[src/core/agpc_pkg.sv]
// Constants and types for the port command register
`default_nettype none
package agpc_pkg;
  // Register map (byte address)
  localparam logic [7:0]  CMD_OFS  = 8'hA8;
  localparam logic [31:0] RST_V20  = 32'h0000_0000;
  localparam logic [31:0] RST_V30  = 32'h0000_0A00;
  localparam logic [31:0] WR_MASK  = 32'h0000_1F17;
  localparam logic [31:0] RD_MASK  = 32'h0000_1F17;
  // Field positions
  localparam int CAL_HI  = 12;
  localparam int CAL_LO  = 10;
  localparam int SBA_BIT = 9;
  localparam int EN_BIT  = 8;
  localparam int G4_BIT  = 5;
  localparam int FW_BIT  = 4;
  localparam int RATE_HI = 2;
  // Calibration period codes
  localparam logic [2:0] CAL_4    = 3'h0;
  localparam logic [2:0] CAL_16   = 3'h1;
  localparam logic [2:0] CAL_64   = 3'h2;
  localparam logic [2:0] CAL_256  = 3'h3;
  localparam logic [2:0] CAL_NONE = 3'h7;
  // One-hot rate select codes
  localparam logic [2:0] RSEL_0 = 3'h1;
  localparam logic [2:0] RSEL_1 = 3'h2;
  localparam logic [2:0] RSEL_2 = 3'h4;
  // Timing
  localparam int CLK_KHZ  = 25000;
  localparam int T4_MS    = 4;
  localparam int T16_MS   = 16;
  localparam int T64_MS   = 64;
  localparam int T256_MS  = 256;
  localparam int CAL4_CYC   = T4_MS * CLK_KHZ;
  localparam int CAL16_CYC  = T16_MS * CLK_KHZ;
  localparam int CAL64_CYC  = T64_MS * CLK_KHZ;
  localparam int CAL256_CYC = T256_MS * CLK_KHZ;
  localparam int CNT_W      = 24;

  typedef enum logic [2:0] {
    RATE_NONE = 3'b000, RATE_1X = 3'b001, RATE_2X = 3'b010,
    RATE_4X = 3'b011, RATE_8X = 3'b100
  } agpc_rate_t;

  typedef enum logic [1:0] {
    OP_IDLE = 2'b00, OP_PIPE = 2'b01, OP_SBA = 2'b10
  } agpc_op_t;

  typedef struct packed {
    logic        cyc;
    logic        stb;
    logic        we;
    logic [7:0]  adr;
    logic [3:0]  sel;
    logic [31:0] dat;
  } agpc_wb_req_t;
endpackage
`default_nettype wire

[src/core/agpc_command_reg.sv]
// Port command register with Wishbone slave and operation gating
//
// The implementer's own choice: the Wishbone interface to the registers.
`default_nettype none
module agpc_command_reg #(
  parameter int CAL4_CYC   = agpc_pkg::CAL4_CYC,
  parameter int CAL16_CYC  = agpc_pkg::CAL16_CYC,
  parameter int CAL64_CYC  = agpc_pkg::CAL64_CYC,
  parameter int CAL256_CYC = agpc_pkg::CAL256_CYC
) (
  input  wire logic                   clk,
  input  wire logic                   rst,
  input  wire agpc_pkg::agpc_wb_req_t wb_req,
  output var  logic [31:0]            wb_dat_o,
  output var  logic                   wb_ack_o,
  input  wire logic                   vref_3p0,
  input  wire logic                   pwrok,
  input  wire logic                   pipe_req_n,
  input  wire logic                   sba_start,
  input  wire logic                   op_last,
  output var  logic                   mode_3p0_r,
  output var  logic                   port_enable_r,
  output var  logic                   sba_enabled_r,
  output var  logic                   op_accept_r,
  output var  logic                   op_sba_r,
  output var  logic                   op_busy_r,
  output var  logic                   op_issue_r,
  output var  logic                   fast_write_r,
  output var  agpc_pkg::agpc_rate_t   xfer_rate_r,
  output var  logic                   cal_pulse_r
);
  localparam int CW = agpc_pkg::CNT_W;

  generate
    if (CAL4_CYC < 1 || CAL16_CYC < 1 || CAL64_CYC < 1 || CAL256_CYC < 1 ||
        CAL4_CYC >= (1 << CW) || CAL16_CYC >= (1 << CW) ||
        CAL64_CYC >= (1 << CW) || CAL256_CYC >= (1 << CW))
    begin : g_bad_cal
      $error("calibration counts must be at least one and fit the counter");
    end
  endgenerate
  ////////////////////////////////////////////////////////////////////
  // Pin synchronisers
  logic [4:0] pin_in;
  logic [4:0] s1_r;
  logic [4:0] s2_r;
  logic       pw_d_r;
  assign pin_in = {vref_3p0, pwrok, ~pipe_req_n, sba_start, op_last};

  genvar gi;
  generate
    for (gi = 0; gi < 5; gi++)
    begin : g_sync
      always_ff @(posedge clk or posedge rst)
      begin
        if (rst)
        begin
          s1_r[gi] <= 1'b0;
          s2_r[gi] <= 1'b0;
        end
        else
        begin
          s1_r[gi] <= pin_in[gi];
          s2_r[gi] <= s1_r[gi];
        end
      end
    end
  endgenerate

  logic vref_s;
  logic pw_s;
  logic pipe_s;
  logic sba_s;
  logic last_s;
  assign {vref_s, pw_s, pipe_s, sba_s, last_s} = s2_r;

  always_ff @(posedge clk or posedge rst)
  begin
    if (rst)
      pw_d_r <= 1'b0;
    else
      pw_d_r <= pw_s;
  end

  logic pw_rise;
  assign pw_rise = pw_s & ~pw_d_r;

  // Mode held until next power-good rise; reads zero from reset until the first one
  always_ff @(posedge clk or posedge rst)
  begin
    if (rst)
      mode_3p0_r <= 1'b0;
    else if (pw_rise)
      mode_3p0_r <= vref_s;
  end
  ////////////////////////////////////////////////////////////////////
  // Wishbone slave
  logic        req;
  logic        hit;
  logic [31:0] bmask;
  logic [31:0] cmd_r;
  assign req   = wb_req.cyc & wb_req.stb;
  assign hit   = wb_req.adr == agpc_pkg::CMD_OFS;
  assign bmask = {{8{wb_req.sel[3]}}, {8{wb_req.sel[2]}},
                  {8{wb_req.sel[1]}}, {8{wb_req.sel[0]}}};

  // One wait state; unmapped reads return zero, writes dropped
  always_ff @(posedge clk or posedge rst)
  begin
    if (rst)
    begin
      wb_ack_o <= 1'b0;
      wb_dat_o <= 32'h0000_0000;
    end
    else
    begin
      wb_ack_o <= req & ~wb_ack_o;
      if (req && !wb_ack_o && hit)
        wb_dat_o <= cmd_r & agpc_pkg::RD_MASK;
      else
        wb_dat_o <= 32'h0000_0000;
    end
  end

  logic [31:0] wmask;
  assign wmask = agpc_pkg::WR_MASK & bmask;

  // Mode-dependent default loads when power-good rises, ahead of writes
  always_ff @(posedge clk or posedge rst)
  begin
    if (rst)
      cmd_r <= agpc_pkg::RST_V20;
    else if (pw_rise)
      cmd_r <= vref_s ? agpc_pkg::RST_V30 : agpc_pkg::RST_V20;
    else if (req && wb_req.we && wb_ack_o && hit)
      cmd_r <= (cmd_r & ~wmask) | (wb_req.dat & wmask);
  end

  logic [2:0] cal_code;
  logic [2:0] rsel;
  logic       en;
  logic       sba_on;
  assign cal_code = cmd_r[agpc_pkg::CAL_HI:agpc_pkg::CAL_LO];
  assign rsel     = cmd_r[agpc_pkg::RATE_HI:0];
  assign en       = cmd_r[agpc_pkg::EN_BIT];
  assign sba_on   = mode_3p0_r | cmd_r[agpc_pkg::SBA_BIT];
  ////////////////////////////////////////////////////////////////////
  // Rate decode and write protocol choice
  agpc_pkg::agpc_rate_t rate_nxt;
  always_comb
  begin
    rate_nxt = agpc_pkg::RATE_NONE;
    case (rsel)
      agpc_pkg::RSEL_0:
        rate_nxt = mode_3p0_r ? agpc_pkg::RATE_4X : agpc_pkg::RATE_1X;
      agpc_pkg::RSEL_1:
        rate_nxt = mode_3p0_r ? agpc_pkg::RATE_8X : agpc_pkg::RATE_2X;
      agpc_pkg::RSEL_2:
        rate_nxt = mode_3p0_r ? agpc_pkg::RATE_NONE : agpc_pkg::RATE_4X;
      default:
        rate_nxt = agpc_pkg::RATE_NONE;
    endcase
  end

  // Invalid rate codes fall back to PCI writes as the safe choice
  always_ff @(posedge clk or posedge rst)
  begin
    if (rst)
    begin
      xfer_rate_r   <= agpc_pkg::RATE_NONE;
      fast_write_r  <= 1'b0;
      port_enable_r <= 1'b0;
      sba_enabled_r <= 1'b0;
    end
    else
    begin
      xfer_rate_r   <= rate_nxt;
      fast_write_r  <= cmd_r[agpc_pkg::FW_BIT]
                       && rate_nxt != agpc_pkg::RATE_1X
                       && rate_nxt != agpc_pkg::RATE_NONE;
      port_enable_r <= en;
      sba_enabled_r <= sba_on;
    end
  end
  ////////////////////////////////////////////////////////////////////
  // Calibration timer
  logic [CW-1:0] period;
  logic          cal_ok;
  logic [CW-1:0] cnt_r;
  always_comb
  begin
    period = CW'(CAL64_CYC);
    cal_ok = 1'b1;
    case (cal_code)
      agpc_pkg::CAL_4:   period = CW'(CAL4_CYC);
      agpc_pkg::CAL_16:  period = CW'(CAL16_CYC);
      agpc_pkg::CAL_64:  period = CW'(CAL64_CYC);
      agpc_pkg::CAL_256: period = CW'(CAL256_CYC);
      default:           cal_ok = 1'b0;
    endcase
  end

  // Reserved codes treated like no-calibration; counter parks at zero
  always_ff @(posedge clk or posedge rst)
  begin
    if (rst)
    begin
      cnt_r       <= '0;
      cal_pulse_r <= 1'b0;
    end
    else if (!cal_ok)
    begin
      cnt_r       <= '0;
      cal_pulse_r <= 1'b0;
    end
    else if (cnt_r >= period - CW'(1))
    begin
      cnt_r       <= '0;
      cal_pulse_r <= 1'b1;
    end
    else
    begin
      cnt_r       <= cnt_r + CW'(1);
      cal_pulse_r <= 1'b0;
    end
  end
  ////////////////////////////////////////////////////////////////////
  // Operation gating
  agpc_pkg::agpc_op_t op_r;
  always_ff @(posedge clk or posedge rst)
  begin
    if (rst)
    begin
      op_r        <= agpc_pkg::OP_IDLE;
      op_accept_r <= 1'b0;
      op_issue_r  <= 1'b0;
      op_sba_r    <= 1'b0;
      op_busy_r   <= 1'b0;
    end
    else
    begin
      op_accept_r <= 1'b0;
      op_issue_r  <= 1'b0;
      case (op_r)
        agpc_pkg::OP_IDLE:
          if (en && pipe_s)
          begin
            op_r        <= agpc_pkg::OP_PIPE;
            op_accept_r <= 1'b1;
            op_sba_r    <= 1'b0;
            op_busy_r   <= 1'b1;
          end
          else if (en && sba_on && sba_s)
          begin
            op_r        <= agpc_pkg::OP_SBA;
            op_accept_r <= 1'b1;
            op_sba_r    <= 1'b1;
            op_busy_r   <= 1'b1;
          end
        // Enable is not looked at once an operation is under way
        agpc_pkg::OP_PIPE, agpc_pkg::OP_SBA:
          if (last_s)
          begin
            op_r       <= agpc_pkg::OP_IDLE;
            op_issue_r <= 1'b1;
            op_busy_r  <= 1'b0;
          end
        default:
          op_r <= agpc_pkg::OP_IDLE;
      endcase
    end
  end
endmodule // agpc_command_reg
`default_nettype wire

[config.mk]
export PLATFORM = sky130hd
export DESIGN_NAME = agpc_command_reg
export DESIGN_NICKNAME = d
export VERILOG_FILES = /design/src/core/agpc_pkg.sv /design/src/core/agpc_command_reg.sv
export SDC_FILE = /design/constraint.sdc
export NUM_CORES = 1
export LEC_CHECK = 0
export ABC_AREA = 0
export CAP_MARGIN = 15
export CELL_PAD_IN_SITES_DETAIL_PLACEMENT = 1
export CELL_PAD_IN_SITES_GLOBAL_PLACEMENT = 1
export CORE_UTILIZATION = 51
export DETAILED_ROUTE_END_ITERATION = 7
export DONT_BUFFER_PORTS = 1
export PLACE_DENSITY_LB_ADDON = 0.1
export SLEW_MARGIN = 0
export SYNTH_ARGS = -nofsm -noshare
export SYNTH_HDL_FRONTEND = slang
export SYNTH_SLANG_ARGS = --single-unit
[constraint.sdc]
create_clock -name clk -period 4.7 [get_ports clk]
set_input_delay 1.175 -clock clk [delete_from_list [all_inputs] [get_ports clk]]
set_output_delay 1.175 -clock clk [all_outputs]
set_load 0.02 [all_outputs]
# [Word-level counts from Yosys, hierarchy flattened]
# Index checks and enable logic that the tools add are counted.
[totals] ff_bits=95 latch_bits=0 ramBits=0 romBits=0 inputBits=54 out_inout_bits=45 word_cells=102 mem_count=0
[op_classes] add_sub_neg=2 n_mul=0 div_mod_pow=0 magnitude_cmp=1 n_eq_ne=12 shift=0 mux=28 n_bitwise=11 reduce_logical=22
[op_table] operator="case mux 23 bit (3 select lines)" count=1
[op_table] operator="two-way mux 32 bit" count=2
[op_table] operator="two-way mux 24 bit" count=2
[op_table] operator="bitwise AND 32 x 13 -> 32 bit" count=1
[op_table] operator="bitwise AND 32 bit" count=1
[op_table] operator="inverter 13 -> 32 bit" count=1
[op_table] operator="bitwise OR 32 bit" count=1
[op_table] operator="adder 24 x 1 -> 24 bit, second input constant" count=1
[op_table] operator="greater-or-equal comparator 24 bit" count=1
[op_table] operator="subtractor 24 x 1 -> 24 bit, second input constant" count=1
[op_table] operator="two-way mux 13 bit" count=1
[op_table] operator="two-way mux 1 bit" count=12
[op_table] operator="two-way mux 12 bit" count=1
[op_table] operator="logical AND 1 bit" count=10
[op_table] operator="two-way mux 2 bit" count=5
[op_table] operator="== test 3 x 2 -> 1 bit, second input constant" count=3
[op_table] operator="case mux 3 bit (3 select lines)" count=1
[op_table] operator="== test 8 bit, second input constant" count=1
[op_table] operator="== test 3 x 1 -> 1 bit, second input constant" count=2
[op_table] operator="nonzero test 2 bit" count=3
[op_table] operator="case mux 2 bit (2 select lines)" count=1
[op_table] operator="AND reduction 2 bit" count=2
[op_table] operator="OR reduction 4 bit" count=1
[op_table] operator="bitwise AND 1 bit" count=3
[op_table] operator="16 further kinds" count=18

# [Longest topological paths before layout]
[logic_depth] word_depth=6 mapped_depth=12 mapped_depth_nobuf=10

# [Worst setup path after synthesis]
# Ideal clock, no wire load.
[synth_timing] path_type="flip-flop to flip-flop" from="reg cmd_r[12]" to="reg cnt_r[12]" setup_time_ps=72 t_arrival_ps=2552 required_ps=4628 slack_ps=2077 path_stages_with_launch=13 path_cell_list="dfrtp_1 clkbuf_1 nor2_1 nand2_1 ha_1 xnor2_1 ha_1 a21oi_1 o21ai_0 a221oi_1 nand4b_1 buf_2 nor2_1"
[synth_between] elab_chain_len=6 elab_cells_between_ends=11 cone_classes="1 x add/sub; 1 x order compare; 3 x eq/ne; 4 x mux; 2 x reduce/logical"
[synth_lines] element="from (decl)" line_no="agpc_command_reg.sv:101" rtl="logic [31:0] cmd_r;"
[synth_lines] element="from (signal assigned)" line_no="agpc_command_reg.sv:132" rtl="cmd_r <= agpc_pkg::RST_V20;"
[synth_lines] element="from (signal assigned)" line_no="agpc_command_reg.sv:134" rtl="cmd_r <= vref_s ? agpc_pkg::RST_V30 : agpc_pkg::RST_V20;"
[synth_lines] element="from (signal assigned)" line_no="agpc_command_reg.sv:136" rtl="cmd_r <= (cmd_r & ~wmask) | (wb_req.dat & wmask);"
[synth_lines] element="== test 3 x 2 -> 1 bit (tied with other cells)" line_no="agpc_command_reg.sv:194" rtl="case (cal_code)"
[synth_lines] element="case mux 23 bit (3 select lines)" line_no="agpc_command_reg.sv:194"
[synth_lines] element="subtractor 24 x 1 -> 24 bit" line_no="agpc_command_reg.sv:216" rtl="else if (cnt_r >= period - CW'(1))"
[synth_lines] element="greater-or-equal comparator 24 bit" line_no="agpc_command_reg.sv:216"
[synth_lines] element="two-way mux 24 bit" line_no="agpc_command_reg.sv:216"
[synth_lines] element="two-way mux 24 bit *" line_no="agpc_command_reg.sv:211" rtl="else if (!cal_ok)"
[synth_lines] element="to (signal assigned)" line_no="agpc_command_reg.sv:223" rtl="cnt_r <= cnt_r + CW'(1);"
[synth_lines] element="to (decl)" line_no="agpc_command_reg.sv:189" rtl="logic [CW-1:0] cnt_r;"
# Every way passes the cells marked *; elsewhere a longest branch is shown, timed or not.
# A chain may end at the register's enable or synchronous reset.

# [Final worst setup path]
[layout_timing] from="reg cmd_r[12]" to="reg cnt_r[23]"
# The elaborated chain is that of the path after synthesis.

==> flow_metrics.tcl <==
set metrics [dict create \
    status "complete, but fails checks" \
    violations "DRC" \
    ioPinCount 99 \
    critPathArrivalTime_ps 3220 \
    crit_fanout 24 \
    start_util_pct 53.2 \
    ys_seq_elements 68 \
    numPortBuffers 0 \
    grt_start_max_net_pins 40 \
    clockRootBuffer "clkbuf_8" \
    drt-initial-drc-count 87 \
    postRouteAntennaNets 0 \
    clock.fmax_mhz 338 \
    core_area_um2 6420 \
    row_count 29 \
    ys.flop_type "dfrtp_1" \
    die_h_um 83.9 \
    slew_violations 0 \
    yosysSeqAreaShare_pct 49.8 \
    clock-sinks 68 \
    power_frac_comb_pct 9.4 \
    layout.nets 417 \
    postSynthAreaPerCell_um2 10.2 \
    clkPwrFrac_pct 39.9 \
    rsz0062_at_grt "no" \
    fp.dieW_um 83.9 \
    area_delta_synth_final_pct 6.44 \
    postCtsHoldBufs 0 \
    dp.cells 407 \
    startpoint "cmd_r[12]$_DFFE_PP0P_" \
    pre_cts_slack_ps 1780 \
    cts-resized-gates 0 \
    final.period_utilization_pct 63.0 \
    wl_per_cell_um 15.3 \
    grt_pass1_vias 2324 \
    dp.final_hpwl_um 4750 \
    antennaDiodeCount 0 \
    drive_above_1_share_pct 7.23 \
    finalSetupTns_ps 0 \
    fin_cells 423 \
    post_cts_buffers 0 \
    cts_tree "built" \
    postSynthCellCount 334 \
    synth.area.top_cells "dfrtp_1 (50%), ha_1 (8.1%), buf_4 (5.1%)" \
    cp.required_ps 4960 \
    finalSetupViolCount 0 \
    groute.usage.overall_pct 20.3 \
    synth_top_area_share_pct 49.8 \
    drc 16 \
    critPathCaptureType "register" \
    rrSetupSlack_ps 1740 \
    postLayoutSetupSlackWorst_ps 1740 \
    synth_warnings 0 \
    critPathMaxStageDelay_ps 460 \
    layout_commonest_cell "dfrtp_1" \
    grt_antenna_before_repair 0 \
    avgViaCountPerCell 5.34 \
    finalHoldViolations 0 \
    gp_congestion 0.788 \
    cts_buffers 9 \
    async_reset_ff_share_pct 100 \
    endpoint "cnt_r[23]$_DFF_PP0_" \
    slew_headroom_pct 45.1 \
    fin_crit_ps 2960 \
    worstPathCellList "nor2_1 -> nand2_1 -> ha_1 -> xnor2_1 -> ha_1 -> a21oi_1 -> o21ai_0 -> a221oi_1 -> nand4b_1 -> buf_4 -> a21oi_1" \
    synth_cell_types 45 \
    crit_path_top_delay_cell "dfrtp_1" \
    hold_class "register to register" \
    crit_type "register to register" \
    cts.path.max_buffers 2 \
    reg2regPathDepth 11 \
    cp-start-kind "register" \
    yosysTopAreaCell "dfrtp_1" \
    overflow 0 \
    worstMarginPinSlew_ps 818 \
    p_per_area_nw_per_um2 357 \
    seq_power_share_pct 50.7 \
    fin_skew_ps 11.1 \
    clock_latency_ps 340 \
    via_count 2260 \
    syn_area_um2 3420 \
    cts.clk_slew.worst_paths_ps 70 \
    first_pass_iters 8 \
    peakVddDrop_mv 0.223 \
    drt-total-wl_um 6480 \
    r2r-end "cnt_r[23]$_DFF_PP0_" \
    htree_levels 3 \
    p_sw_uw 349 \
    cap_violations 0 \
    p_leak_nw 1.87 \
    dieArea_um2 7030 \
    internal-power_uw 950 \
    p_total_mw 1.30 \
    reg2reg_from "cmd_r[12]$_DFFE_PP0P_" \
    grt_pass1_wl_um 11100 \
    swShare_pct 26.9 \
    layout_common_cells "dfrtp_1 (68), nor2_1 (43), nand2_1 (25), conb_1 (24), ha_1 (22)" \
    synth-edff-count 0 \
]
[sequential cells by signal, indices dropped and copies added, names as in the netlist, 2 cells and up, named ones only]
register	cells
cmd_r	7
wb_dat_o	9
cnt_r	24
xfer_rate_r	3
op_r	2
s1_r	5
[through the flow]
step | hold WS [ps] | utilization [%] | area, µm²
after floorplan | 331 | - | 3500
after global placement | 335 | 53.2 | 3420
after detailed placement | 337 | 53.2 | 3420
after CTS | 349 | 56.7 | 3640
after global routing | 367 | 56.7 | 3640
final | 351 | 56.7 | 3640
[worst min-delay path by stage]
| stage | startpoint | to | slack [ps] | cells past startpoint |
|---|---|---|---|---|
| 5_1_grt | s1_r[3]$_DFF_PP0_ | pw_s$_DFF_PP0_ | 370 | 0 |
| 4_1_cts | s1_r[4]$_DFF_PP0_ | vref_s$_DFF_PP0_ | 350 | 0 |
| 3_5_place_dp | s1_r[0]$_DFF_PP0_ | last_s$_DFF_PP0_ | 340 | 0 |
| 3_3_place_gp | s1_r[1]$_DFF_PP0_ | sba_s$_DFF_PP0_ | 330 | 0 |
| 2_1_floorplan | s1_r[0]$_DFF_PP0_ | last_s$_DFF_PP0_ | 330 | 0 |
| 6_report | s1_r[0]$_DFF_PP0_ | last_s$_DFF_PP0_ | 350 | 0 |
[synthesized netlist by cell type, types with 2 or more instances]
master / number
nand4_1: 10
mux2i_1: 10
and4_1: 2
and3_1: 4
nand2_1: 25
and2_1: 14
nand3b_1: 2
nor3_1: 4
dfrtp_1: 68
inv_1: 16
nor2b_1: 3
conb_1: 2
nor2_1: 43
xnor2_1: 6
buf_2: 2
nand3_1: 11
a21oi_1: 15
ha_1: 22
a31oi_1: 2
and3b_1: 2
buf_4: 23
xor2_1: 16
o21ai_0: 8
clkbuf_1: 3
[cell families (layout without fill, tap and decap cells)]
| logic type | count (synthesis) | count (layout) | synth area share (%) |
|---|---|---|---|
| muxes | 10 | 10 | 2.93 |
| DFF | 68 | 68 | 49.8 |
| and+or+nand+nor | 131 | 131 | 19.9 |
| buffers and inverters | 44 | 34 | 7.43 |
| adders and majority gates | 22 | 22 | 8.05 |
| xor gates and xnor gates | 22 | 22 | 5.64 |
| other | 2 | 24 | 0.220 |
| AOI/OAI and AO/OA | 35 | 35 | 6.04 |
[critical path, delay by kind of cell, from the launching register on]
kind,cells,cell delay (ps)
flip-flops,1,460
AND/OR/NAND/NOR,3,730
buffers and inverters,1,230
AO/OA/AOI/OAI,4,730
XOR/XNOR,1,180
adder cells (fa/ha/maj),2,530
[cell type report]
class / count / area [µm²]
fill: 700 / 2780
sequential: 68 / 1700
multi-input combinational: 244 / 1550
clock buffer: 12 / 165
tap: 77 / 96.3
inverter: 16 / 60.1
clock inverter: 4 / 55.1
timing repair buffer: 2 / 15.0
[routing by layer]
| layer | wire length [µm] | vias up | track usage (%) |
|---|---|---|---|
| met4 | 142 | 0 | 9.56 |
| met1 | 2880 | 1104 | 25.2 |
| li1 | - | 1104 | - |
| met3 | 248 | 12 | 3.86 |
| met2 | 3210 | 40 | 34.2 |
| met5 | 0 | - | 0 |
[power by group through the flow]
| stage | clock network (mW) | logic, mW | registers [mW] |
|---|---|---|---|
| after global placement | 0 | 0.117 | 0.667 |
| final | 0.518 | 0.122 | 0.659 |
| after floorplan | 0 | 0.117 | 0.659 |
| after CTS | 0.533 | 0.124 | 0.659 |
| after global routing | 0.556 | 0.142 | 0.663 |
| after detailed placement | 0 | 0.123 | 0.671 |
(Power assumes the default switching activity.)
